[src/rtl/mfc_regs.svh]
// Constants of the MAC flow-control and link-fault block.
// Assumes 32-bit register words at byte offsets, one clock.
`ifndef MFC_REGS_SVH
`define MFC_REGS_SVH
// Operation
// Received XOFF stops transmit for quanta.
// Frame in flight finishes before pausing.
// Resume on XON or timer end.
// New received quanta overwrites pause counter.
// Ignore bit disregards received pause frames.
// Client two-bit request: high XOFF, low XON.
// Requests ignored while generating; repeat while held.
// Client holds request at least one cycle.
// Trigger register wins, clears when carried out.
// XOFF frames carry transmit quanta register.
// Multicast destination, source from station address.
// Two to eight queues, per-queue enable/ignore.
// Priority frames dropped unless forward bit set.
// Queue indication rises on enabled nonzero quanta.
// Queue indication drops on zero or expiry.
// Client stops paused queue after current frame.
// Latest quanta replaces queue pause duration.
// Queue XOFF uses quanta reg, spaced by holdoff.
// Queue XON sends zero quanta.
// Local fault: status 01, send remote fault.
// Remote fault: status 10, send idle.
// Status 00 after over 127 good columns.
// Control frames known by type and opcode.
// Timers count 512-bit-time quanta.
`define MFC_REG_CTRL     8'h00
`define MFC_REG_TRIG     8'h04
`define MFC_REG_TXQ      8'h08
`define MFC_REG_SA_LO    8'h0c
`define MFC_REG_SA_HI    8'h10
`define MFC_REG_PFC_EN   8'h14
`define MFC_REG_PFC_IGN  8'h18
`define MFC_REG_STATUS   8'h1c
`define MFC_REG_PQ_BASE  3'h1
`define MFC_REG_HO_BASE  3'h2
`define MFC_CTRL_IGN     0
`define MFC_CTRL_FWD     1
`define MFC_CTRL_TXEN    2
`define MFC_CTRL_RST     3'h4
`define MFC_TXQ_RST      16'hffff
`define MFC_PQ_RST       16'hffff
`define MFC_HO_RST       16'h0000
`define MFC_TYPE_CTL     16'h8808
`define MFC_OP_PAUSE     16'h0001
`define MFC_OP_PFC       16'h0101
`define MFC_PAUSE_DA     48'h010000c28001
`define MFC_COL_LF       32'h9c000001
`define MFC_COL_RF       32'h9c000002
`define MFC_COL_IDLE     32'h07070707
`define MFC_CTL_SEQ      4'h1
`define MFC_CTL_IDLE     4'hf
`define MFC_GOOD_COLS    8'h7f
`define MFC_QUANTUM_BITS 512
`define MFC_COL_BITS     32
`endif

[src/rtl/mfc_pkg.sv]
// Types of the MAC flow-control and link-fault block.
// Assumes the constants header beside it.
package mfc_pkg;
	// Pause frame generator states
	typedef enum logic [0:0] {
		MFC_GEN_IDLE = 1'b0,
		MFC_GEN_BUSY = 1'b1
	} mfc_gen_st_t;
	// Link fault status codes
	typedef enum logic [1:0] {
		MFC_FLT_OK     = 2'b00,
		MFC_FLT_LOCAL  = 2'b01,
		MFC_FLT_REMOTE = 2'b10
	} mfc_fault_t;
endpackage : mfc_pkg

[src/rtl/mfc_top.sv]
// Flow control (pause, priority pause) and link fault logic.
// Assumes decoded receive control-frame fields and an outside
// frame builder that serialises the generated pause frame.
//
// The register addresses and the plain strobed port were left to the implementer.
`include "mfc_regs.svh"
`timescale 1ns/1ps
`default_nettype none
module mfc_top #(
	parameter int NQ = 8        // Priority queues, 2 to 8
) (
	input  wire logic          ref_clk_in,
	input  wire logic          sys_rst_in,
	input  wire logic          clk_en_in,
	input  wire logic [7:0]    reg_addr_in,
	input  wire logic [31:0]   reg_wdata_in,
	input  wire logic          reg_wr_in,
	input  wire logic          reg_rd_in,
	output var  logic [31:0]   reg_rdata_out,
	input  wire logic          rx_ctl_valid_in,
	input  wire logic [15:0]   rx_ctl_type_in,
	input  wire logic [15:0]   rx_ctl_opcode_in,
	input  wire logic [7:0]    rx_ctl_qen_in,
	input  wire logic [127:0]  rx_ctl_quanta_in,
	output var  logic          rx_ctl_drop_out,
	input  wire logic          tx_frame_active_in,
	output var  logic          tx_pause_hold_out,
	input  wire logic [1:0]    client_pause_request_in,
	input  wire logic [2*NQ-1:0] queue_pause_gen_request_in,
	output var  logic [NQ-1:0] queue_pause_indication_out,
	input  wire logic          gen_done_in,
	output var  logic          gen_start_out,
	output var  logic          gen_busy_out,
	output var  logic [47:0]   gen_dst_addr_out,
	output var  logic [47:0]   gen_src_addr_out,
	output var  logic [15:0]   gen_opcode_out,
	output var  logic [7:0]    gen_qen_out,
	output var  logic [127:0]  gen_quanta_out,
	input  wire logic [31:0]   xgmii_rxd_in,
	input  wire logic [3:0]    xgmii_rxc_in,
	input  wire logic [31:0]   mac_txd_in,
	input  wire logic [3:0]    mac_txc_in,
	output var  logic [31:0]   xgmii_txd_out,
	output var  logic [3:0]    xgmii_txc_out,
	output var  logic [1:0]    link_fault_status_out
);
	// ------------------------------------------------
	// Declarations
	// ------------------------------------------------
	localparam int QC = `MFC_QUANTUM_BITS / `MFC_COL_BITS;
	logic [2:0]  ctrl_r;        // Ignore, forward, tx enable
	logic [1:0]  trig_r;        // Software pause trigger
	logic [15:0] txq_r;         // Transmit pause quanta
	logic [31:0] sa_lo_r;       // Station address low
	logic [15:0] sa_hi_r;       // Station address high
	logic [NQ-1:0] pfc_en_r;    // Per-queue transmit enable
	logic [NQ-1:0] pfc_ign_r;   // Per-queue receive ignore
	logic [15:0] pq_cfg_r [NQ]; // Per-queue XOFF quanta
	logic [15:0] ho_cfg_r [NQ]; // Per-queue holdoff
	logic [15:0] rq_r [NQ];     // Per-queue receive timers
	logic [15:0] ho_r [NQ];     // Per-queue holdoff timers
	logic [NQ-1:0] ho_zero;     // Holdoff expired
	logic [NQ-1:0] qxoff;       // Queue XOFF asks now
	logic [NQ-1:0] qxon;        // Queue XON asks now
	logic [7:0]  qcnt_r;        // Quantum prescaler
	logic        tick;          // One quantum elapsed
	logic [15:0] pq_r;          // Link pause timer
	logic        paused;        // Link pause running
	logic        is_ctl;        // Control frame strobe
	logic        is_pause;      // Link pause frame
	logic        is_pfc;        // Priority pause frame
	logic [1:0]  cli_req;       // Gated client request
	logic        wr_trig;       // Trigger written now
	mfc_pkg::mfc_gen_st_t gen_st_r;
	mfc_pkg::mfc_fault_t  flt_r;
	logic [7:0]  good_r;        // Good column run
	logic        col_lf;        // Local fault column
	logic        col_rf;        // Remote fault column
	logic [2:0]  qidx;          // Queue register index
	logic        q_hit;         // Index names a queue

	// ------------------------------------------------
	// Frame classification
	// ------------------------------------------------
	// Type 0x8808 then opcode picks pause or priority
	assign is_ctl   = rx_ctl_valid_in && rx_ctl_type_in == `MFC_TYPE_CTL;
	assign is_pause = is_ctl && rx_ctl_opcode_in == `MFC_OP_PAUSE;
	assign is_pfc   = is_ctl && rx_ctl_opcode_in == `MFC_OP_PFC;
	assign qidx     = reg_addr_in[4:2];
	assign q_hit    = 32'(qidx) < NQ;
	assign wr_trig  = reg_wr_in && reg_addr_in == `MFC_REG_TRIG;

	// Drop link pause always; priority pause unless forwarded
	always_ff @(posedge ref_clk_in) begin
		if (sys_rst_in) begin
			rx_ctl_drop_out <= 1'b0;
		end else if (clk_en_in) begin
			rx_ctl_drop_out <= is_pause ||
				(is_pfc && !ctrl_r[`MFC_CTRL_FWD]);
		end
	end

	// ------------------------------------------------
	// Quantum tick
	// ------------------------------------------------
	// One shared prescaler: a freshly loaded timer may end
	// up to one quantum early, traded for fewer counters
	assign tick = qcnt_r == 8'(QC - 1);
	always_ff @(posedge ref_clk_in) begin
		if (sys_rst_in) begin
			qcnt_r <= 8'h00;
		end else if (clk_en_in) begin
			qcnt_r <= tick ? 8'h00 : qcnt_r + 8'h01;
		end
	end

	// ------------------------------------------------
	// Register writes
	// ------------------------------------------------
	// Plain configuration words
	always_ff @(posedge ref_clk_in) begin
		if (sys_rst_in) begin
			ctrl_r    <= `MFC_CTRL_RST;
			txq_r     <= `MFC_TXQ_RST;
			sa_lo_r   <= 32'h00000000;
			sa_hi_r   <= 16'h0000;
			pfc_en_r  <= '0;
			pfc_ign_r <= '0;
		end else if (clk_en_in && reg_wr_in) begin
			if (reg_addr_in == `MFC_REG_CTRL) begin
				ctrl_r <= reg_wdata_in[2:0];
			end else if (reg_addr_in == `MFC_REG_TXQ) begin
				txq_r <= reg_wdata_in[15:0];
			end else if (reg_addr_in == `MFC_REG_SA_LO) begin
				sa_lo_r <= reg_wdata_in;
			end else if (reg_addr_in == `MFC_REG_SA_HI) begin
				sa_hi_r <= reg_wdata_in[15:0];
			end else if (reg_addr_in == `MFC_REG_PFC_EN) begin
				pfc_en_r <= reg_wdata_in[NQ-1:0];
			end else if (reg_addr_in == `MFC_REG_PFC_IGN) begin
				pfc_ign_r <= reg_wdata_in[NQ-1:0];
			end
		end
	end

	// Trigger clears once its frame starts; a write in the
	// same cycle wins so a fresh request is never lost
	always_ff @(posedge ref_clk_in) begin
		if (sys_rst_in) begin
			trig_r <= 2'b00;
		end else if (clk_en_in) begin
			if (wr_trig) begin
				trig_r <= reg_wdata_in[1:0];
			end else if (gen_st_r == mfc_pkg::MFC_GEN_IDLE) begin
				trig_r <= 2'b00;
			end
		end
	end

	// ------------------------------------------------
	// Register reads
	// ------------------------------------------------
	// Data stands only in the cycle after the strobe
	always_ff @(posedge ref_clk_in) begin
		if (sys_rst_in) begin
			reg_rdata_out <= 32'h00000000;
		end else if (clk_en_in) begin
			reg_rdata_out <= 32'h00000000;
			if (!reg_rd_in) begin
				reg_rdata_out <= 32'h00000000;
			end else if (reg_addr_in == `MFC_REG_CTRL) begin
				reg_rdata_out[2:0] <= ctrl_r;
			end else if (reg_addr_in == `MFC_REG_TRIG) begin
				reg_rdata_out[1:0] <= trig_r;
			end else if (reg_addr_in == `MFC_REG_TXQ) begin
				reg_rdata_out[15:0] <= txq_r;
			end else if (reg_addr_in == `MFC_REG_SA_LO) begin
				reg_rdata_out <= sa_lo_r;
			end else if (reg_addr_in == `MFC_REG_SA_HI) begin
				reg_rdata_out[15:0] <= sa_hi_r;
			end else if (reg_addr_in == `MFC_REG_PFC_EN) begin
				reg_rdata_out[NQ-1:0] <= pfc_en_r;
			end else if (reg_addr_in == `MFC_REG_PFC_IGN) begin
				reg_rdata_out[NQ-1:0] <= pfc_ign_r;
			end else if (reg_addr_in == `MFC_REG_STATUS) begin
				// Live state: hold, fault, busy, queues, timer
				reg_rdata_out[0]     <= tx_pause_hold_out;
				reg_rdata_out[2:1]   <= flt_r;
				reg_rdata_out[3]     <= gen_busy_out;
				reg_rdata_out[NQ+7:8] <= queue_pause_indication_out;
				reg_rdata_out[31:16] <= pq_r;
			end else if (reg_addr_in[7:5] == `MFC_REG_PQ_BASE && q_hit) begin
				reg_rdata_out[15:0] <= pq_cfg_r[qidx];
			end else if (reg_addr_in[7:5] == `MFC_REG_HO_BASE && q_hit) begin
				reg_rdata_out[15:0] <= ho_cfg_r[qidx];
			end
		end
	end

	// ------------------------------------------------
	// Link pause on receive
	// ------------------------------------------------
	// Latest quanta overwrites the timer; zero is XON
	always_ff @(posedge ref_clk_in) begin
		if (sys_rst_in) begin
			pq_r <= 16'h0000;
		end else if (clk_en_in) begin
			if (is_pause && !ctrl_r[`MFC_CTRL_IGN]) begin
				pq_r <= rx_ctl_quanta_in[15:0];
			end else if (tick && pq_r != 16'h0000) begin
				pq_r <= pq_r - 16'h0001;
			end
		end
	end
	assign paused = pq_r != 16'h0000;

	// Hold only rises between frames, so the frame on the
	// wire always completes before transmit stops
	always_ff @(posedge ref_clk_in) begin
		if (sys_rst_in) begin
			tx_pause_hold_out <= 1'b0;
		end else if (clk_en_in) begin
			tx_pause_hold_out <= paused &&
				(tx_pause_hold_out || !tx_frame_active_in);
		end
	end

	// ------------------------------------------------
	// Per-queue timers and configuration
	// ------------------------------------------------
	for (genvar n = 0; n < NQ; n++) begin : g_q
		// Queue quanta and holdoff registers
		always_ff @(posedge ref_clk_in) begin
			if (sys_rst_in) begin
				pq_cfg_r[n] <= `MFC_PQ_RST;
				ho_cfg_r[n] <= `MFC_HO_RST;
			end else if (clk_en_in && reg_wr_in && qidx == 3'(n)) begin
				if (reg_addr_in[7:5] == `MFC_REG_PQ_BASE) begin
					pq_cfg_r[n] <= reg_wdata_in[15:0];
				end else if (reg_addr_in[7:5] == `MFC_REG_HO_BASE) begin
					ho_cfg_r[n] <= reg_wdata_in[15:0];
				end
			end
		end
		// Receive timer: enabled slot reloads, else counts
		always_ff @(posedge ref_clk_in) begin
			if (sys_rst_in) begin
				rq_r[n] <= 16'h0000;
			end else if (clk_en_in) begin
				if (is_pfc && rx_ctl_qen_in[n] && !pfc_ign_r[n]) begin
					rq_r[n] <= rx_ctl_quanta_in[16*n +: 16];
				end else if (tick && rq_r[n] != 16'h0000) begin
					rq_r[n] <= rq_r[n] - 16'h0001;
				end
			end
		end
		// Indication follows the timer; client obeys it
		always_ff @(posedge ref_clk_in) begin
			if (sys_rst_in) begin
				queue_pause_indication_out[n] <= 1'b0;
			end else if (clk_en_in) begin
				if (is_pfc && rx_ctl_qen_in[n] && !pfc_ign_r[n]) begin
					queue_pause_indication_out[n] <=
						rx_ctl_quanta_in[16*n +: 16] != 16'h0000;
				end else if (tick && rq_r[n] == 16'h0001) begin
					queue_pause_indication_out[n] <= 1'b0;
				end
			end
		end
		// Holdoff: next XOFF for queue waits for zero
		always_ff @(posedge ref_clk_in) begin
			if (sys_rst_in) begin
				ho_r[n] <= 16'h0000;
			end else if (clk_en_in) begin
				if (gen_st_r == mfc_pkg::MFC_GEN_IDLE && trig_r == 2'b00
						&& cli_req == 2'b00 && qxoff[n]) begin
					ho_r[n] <= ho_cfg_r[n];
				end else if (tick && ho_r[n] != 16'h0000) begin
					ho_r[n] <= ho_r[n] - 16'h0001;
				end
			end
		end
		assign ho_zero[n] = ho_r[n] == 16'h0000;
		assign qxoff[n] = queue_pause_gen_request_in[n] && pfc_en_r[n]
			&& ho_zero[n];
		assign qxon[n] = queue_pause_gen_request_in[NQ+n] && pfc_en_r[n];
	end

	// ------------------------------------------------
	// Pause frame generation
	// ------------------------------------------------
	// Client pins count only with link pause enabled
	assign cli_req = ctrl_r[`MFC_CTRL_TXEN] ? client_pause_request_in : 2'b00;

	// Idle takes one request: trigger, then pins, then
	// queues. Busy ignores all until the builder is done.
	always_ff @(posedge ref_clk_in) begin
		if (sys_rst_in) begin
			gen_st_r         <= mfc_pkg::MFC_GEN_IDLE;
			gen_start_out    <= 1'b0;
			gen_busy_out     <= 1'b0;
			gen_dst_addr_out <= 48'h000000000000;
			gen_src_addr_out <= 48'h000000000000;
			gen_opcode_out   <= 16'h0000;
			gen_qen_out      <= 8'h00;
			gen_quanta_out   <= '0;
		end else if (clk_en_in) begin
			gen_start_out <= 1'b0;
			case (gen_st_r)
				mfc_pkg::MFC_GEN_IDLE: begin
					gen_dst_addr_out <= `MFC_PAUSE_DA;
					gen_src_addr_out <= {sa_hi_r, sa_lo_r};
					gen_qen_out      <= 8'h00;
					gen_quanta_out   <= '0;
					if (trig_r != 2'b00) begin
						// Register first, then pins
						gen_st_r       <= mfc_pkg::MFC_GEN_BUSY;
						gen_start_out  <= 1'b1;
						gen_busy_out   <= 1'b1;
						gen_opcode_out <= `MFC_OP_PAUSE;
						gen_quanta_out[15:0] <= trig_r[1] ? txq_r : 16'h0000;
					end else if (cli_req != 2'b00) begin
						// XOFF wins when both bits stand
						gen_st_r       <= mfc_pkg::MFC_GEN_BUSY;
						gen_start_out  <= 1'b1;
						gen_busy_out   <= 1'b1;
						gen_opcode_out <= `MFC_OP_PAUSE;
						gen_quanta_out[15:0] <= cli_req[1] ? txq_r : 16'h0000;
					end else if ((qxoff | qxon) != '0) begin
						gen_st_r       <= mfc_pkg::MFC_GEN_BUSY;
						gen_start_out  <= 1'b1;
						gen_busy_out   <= 1'b1;
						gen_opcode_out <= `MFC_OP_PFC;
						for (int n = 0; n < NQ; n++) begin
							gen_qen_out[n] <= qxoff[n] || qxon[n];
							gen_quanta_out[16*n +: 16] <=
								qxoff[n] ? pq_cfg_r[n] : 16'h0000;
						end
					end
				end
				mfc_pkg::MFC_GEN_BUSY: begin
					if (gen_done_in) begin
						gen_st_r     <= mfc_pkg::MFC_GEN_IDLE;
						gen_busy_out <= 1'b0;
					end
				end
				default: begin
					gen_st_r     <= mfc_pkg::MFC_GEN_IDLE;
					gen_busy_out <= 1'b0;
				end
			endcase
		end
	end

	// ------------------------------------------------
	// Reconciliation: link fault
	// ------------------------------------------------
	assign col_lf = xgmii_rxc_in == `MFC_CTL_SEQ && xgmii_rxd_in == `MFC_COL_LF;
	assign col_rf = xgmii_rxc_in == `MFC_CTL_SEQ && xgmii_rxd_in == `MFC_COL_RF;

	// Any fault column restarts the good-column run
	always_ff @(posedge ref_clk_in) begin
		if (sys_rst_in) begin
			flt_r  <= mfc_pkg::MFC_FLT_OK;
			good_r <= 8'h00;
		end else if (clk_en_in) begin
			if (col_lf) begin
				flt_r  <= mfc_pkg::MFC_FLT_LOCAL;
				good_r <= 8'h00;
			end else if (col_rf) begin
				flt_r  <= mfc_pkg::MFC_FLT_REMOTE;
				good_r <= 8'h00;
			end else if (flt_r != mfc_pkg::MFC_FLT_OK) begin
				if (good_r == `MFC_GOOD_COLS) begin
					flt_r  <= mfc_pkg::MFC_FLT_OK;
					good_r <= 8'h00;
				end else begin
					good_r <= good_r + 8'h01;
				end
			end
		end
	end

	// Remote fault columns (local fault) or idle columns (remote fault) replace MAC data, which is lost
	always_ff @(posedge ref_clk_in) begin
		if (sys_rst_in) begin
			xgmii_txd_out <= `MFC_COL_IDLE;
			xgmii_txc_out <= `MFC_CTL_IDLE;
			link_fault_status_out <= 2'b00;
		end else if (clk_en_in) begin
			link_fault_status_out <= flt_r;
			if (flt_r == mfc_pkg::MFC_FLT_LOCAL) begin
				xgmii_txd_out <= `MFC_COL_RF;
				xgmii_txc_out <= `MFC_CTL_SEQ;
			end else if (flt_r == mfc_pkg::MFC_FLT_REMOTE) begin
				xgmii_txd_out <= `MFC_COL_IDLE;
				xgmii_txc_out <= `MFC_CTL_IDLE;
			end else begin
				xgmii_txd_out <= mac_txd_in;
				xgmii_txc_out <= mac_txc_in;
			end
		end
	end
endmodule : mfc_top
`default_nettype wire
[config.mk]
export PLATFORM = sky130hd
export DESIGN_NAME = mfc_top
export DESIGN_NICKNAME = d
export VERILOG_FILES = /design/src/rtl/mfc_pkg.sv /design/src/rtl/mfc_top.sv
export VERILOG_INCLUDE_DIRS = /design/src /design/src/rtl
export SDC_FILE = /design/constraint.sdc
export NUM_CORES = 2
export LEC_CHECK = 0
export BUFFER_PORTS_ARGS = -buffer_cell sky130_fd_sc_hd__buf_4
export CAP_MARGIN = 15
export CORE_MARGIN = 2
export CORE_UTILIZATION = 62
export CTS_CLUSTER_DIAMETER = 120
export DETAILED_ROUTE_END_ITERATION = 8
export HOLD_SLACK_MARGIN = 0.1
export PLACE_DENSITY = 0.87
export SLEW_MARGIN = 20
export SYNTH_ARGS = -nofsm -noshare
export SYNTH_HDL_FRONTEND = slang
export SYNTH_SLANG_ARGS = --single-unit
[constraint.sdc]
create_clock -name ref_clk_in -period 6.1 [get_ports ref_clk_in]
set_input_delay 1.525 -clock ref_clk_in [delete_from_list [all_inputs] [get_ports ref_clk_in]]
set_output_delay 1.525 -clock ref_clk_in [all_outputs]
set_load 0.01 [all_outputs]
==> metrics.txt <==
status finished, violations left; violated checks design-rule violations; Final TNS setup 0 ns; Yosys reg bits between 900 and 1000; boundary pin count 636; syn avg cell area 9.986 sq um; gpl congestion 1.010; final-report setup violation count 0; top-area cell type share of the netlist area 0.3534; Yosys Warn Count 0; final hold vios 0; DRT iter0 DRCs 6402; Layout fillers roughly 4700; Final Critical Period approximately 4 ns; Post-DRT Antenna Nets 0; fmax 242.6 MHz; CTS Buf Count 91; Post-Route WL 153600 microns; via count 38360; max-slew violations 0; Setup crit start kind primary input; Initial Util 0.6235; Layout area overhead 17.83%; fin crit share 0.6759; Worst Setup Slack, final 1.977 ns; Cell Rows 97; drt pass-1 iters 9; cell family with most CP delay simple AND/OR/NAND/NOR gates; critical path fanouts, max 17; Port Buffers 579; top post-synthesis cells by area edfxtp_1, dfxtp_1, nand2_1, o21ai_0, mux4_2; Worst Max-Slew Pin Slew 1.153 ns; H-tree depth 3; die area 72310 sq um; crit path buf inv count 1; Pleak 18.67 nW; Slew HR 0.2285; CTS tree yes; final net count ~5200; Die Width 268.9 microns; DP Worst Slack around 1.4 ns; crit-path max cell delay 0.83 ns; most frequent cell after synthesis nand2_1; power per standard cell area 267.4 nW/um^2; most area-hungry cell type in the Yosys netlist edfxtp_1; DRC 37; Via density around 6.6; RSZ-0062 raised after global routing no; CP endpoint kind register; Max Cap Viol 0; post-synthesis cell count 4357; Worst Path Arrival 4.40 ns; Unique masters post-synth 92; Max IR drop VDD 0.2761 mV; CTS max path bufs 3; Post-synth EDFFs slightly above 500; register area share after synthesis 0.5324; clock-pin slew on the worst setup and hold paths 0.06 ns; post-CTS setup buffer count 0; core box area ~70000 sq um; Final HPWL DP 108100 microns; WP data required 6.38 ns; ys flop type edfxtp_1; Slowest cell on crit path nor3_4; end-of-flow core utilization 0.7346; hold crit path type reg -> reg; post_cts resized 0; die extent in y between 200 and 300 microns; first-pass GRT wire length 222300 microns; layout cells sized above 1 0.1929; initial antenna violation count 11; drt wl/cell 26.28 microns; Cells after DPL 5661; Setup Crit Path Kind in -> reg; mapped cell area 43510 sq um; GRT Total Usage 0.4139; Worst Clk Skew 0.03684 ns; post-route insts no fill 5844; ys async rst share 0; total gr overflow 0; clk_lat worst skew around 0.7 ns; Total Power 13.71 mW; critical path, cell by cell buf_4 > o21ai_1 > and2_1 > nand2_4 > nor3_4 > a211o_1; Root Driver clkbuf_16; vias in the first global route ~36000; Post-synth top cells nand2_1, edfxtp_1, dfxtp_1; maximum number of pins on one net before global-route repair between 100 and 150; TritonCTS Sinks 901; hold buffer count at cts 0
## worst reg2reg max path: stages (launching register included)
cell	delay, ns
dfxtp_1	0.39
o21ai_1	0.37
and2_1	0.48
nand2_4	0.34
nor3_4	0.83
a211o_1	0.61
## registers in the layout (all words and copies together) (netlist names), 32 cells and up
name,flops
rq_r,128
sa_lo_r,32
ho_r,128
pq_cfg_r,128
xgmii_txd_out,32
gen_quanta_out,128
ho_cfg_r,128
gen_src_addr_out,48
reg_rdata_out,32
## power by group
group | internal [mW] | leakage (nW) | switching (mW)
sequential | 6.59 | 8.30 | 0.196
clock | 3.34 | 1.54 | 2.50
combinational | 0.390 | 8.84 | 0.681
total | 10.3 | 18.7 | 3.38
## per-layer routing
layer / track usage / share of wire / up-vias
li1: - / - / 16480
met1: 0.5211 / 0.34 / 17990
met2: 0.6318 / 0.44 / 3229
met3: 0.1319 / 0.15 / 660
met4: 0.2351 / 0.069 / 4
met5: 0.008784 / 0.00013 / -
## final cells by class
class / instances / area (sq um) / area share
timing repair buffer: 629 / 4758 / 0.09281
clock buffer: 131 / 2641 / 0.05152
antenna: 11 / 27.53 / 0.0005369
multi-input combinational: 3123 / 18760 / 0.3659
sequential: 901 / 23160 / 0.4518
clock inverter: 41 / 488.0 / 0.009518
tap: 940 / 1176 / 0.02294
inverter: 68 / 255.2 / 0.004979
## through the flow
stage          hold WS [ns]  cell area (sq um)
3_3_place_gp         0.4397              48080
2_1_floorplan        0.4363              43710
4_1_cts              0.4559              51210
3_5_place_dp         0.4481              48080
6_report             0.4538              51270
5_1_grt              0.4702              51250
## cell usage in the layout (no fill, tap or decap), drive strengths merged, types with 74 or more instances in the layout
master and n:
or3 142, o21ai 343, edfxtp 512, clkbuf 131, nor4 112, nor3 95, and2 134, inv 74
a21oi 261, xor2 80, buf 629, dfxtp 389, nor2 318, xnor2 145, nand2 788, a22oi 100
## worst paths after layout
path / from / end / slack, ns / cells past startpoint
setup / recovery: client_pause_request_in[0] / ho_r[0][47] / 1.98 / 6
hold / removal: gen_qen_out[5] / gen_qen_out[5] / 0.45 / 2
setup reg to reg: ctrl_r[2] / ho_r[0][47] / 2.69 / 5
hold reg to reg: gen_qen_out[5] / gen_qen_out[5] / 0.45 / 2
## cell families after synthesis
logic type	Yosys count	synth area share
xor gates and xnor gates	225	0.04529
AOI/OAI and AO/OA	888	0.1234
DFF	901	0.5324
other	1	0.00008619
and+or+nand+nor	1825	0.2052
muxes	86	0.03848
adders and majority gates	43	0.01237
buffers and inverters	388	0.04273
(Power assumes the default switching activity.)
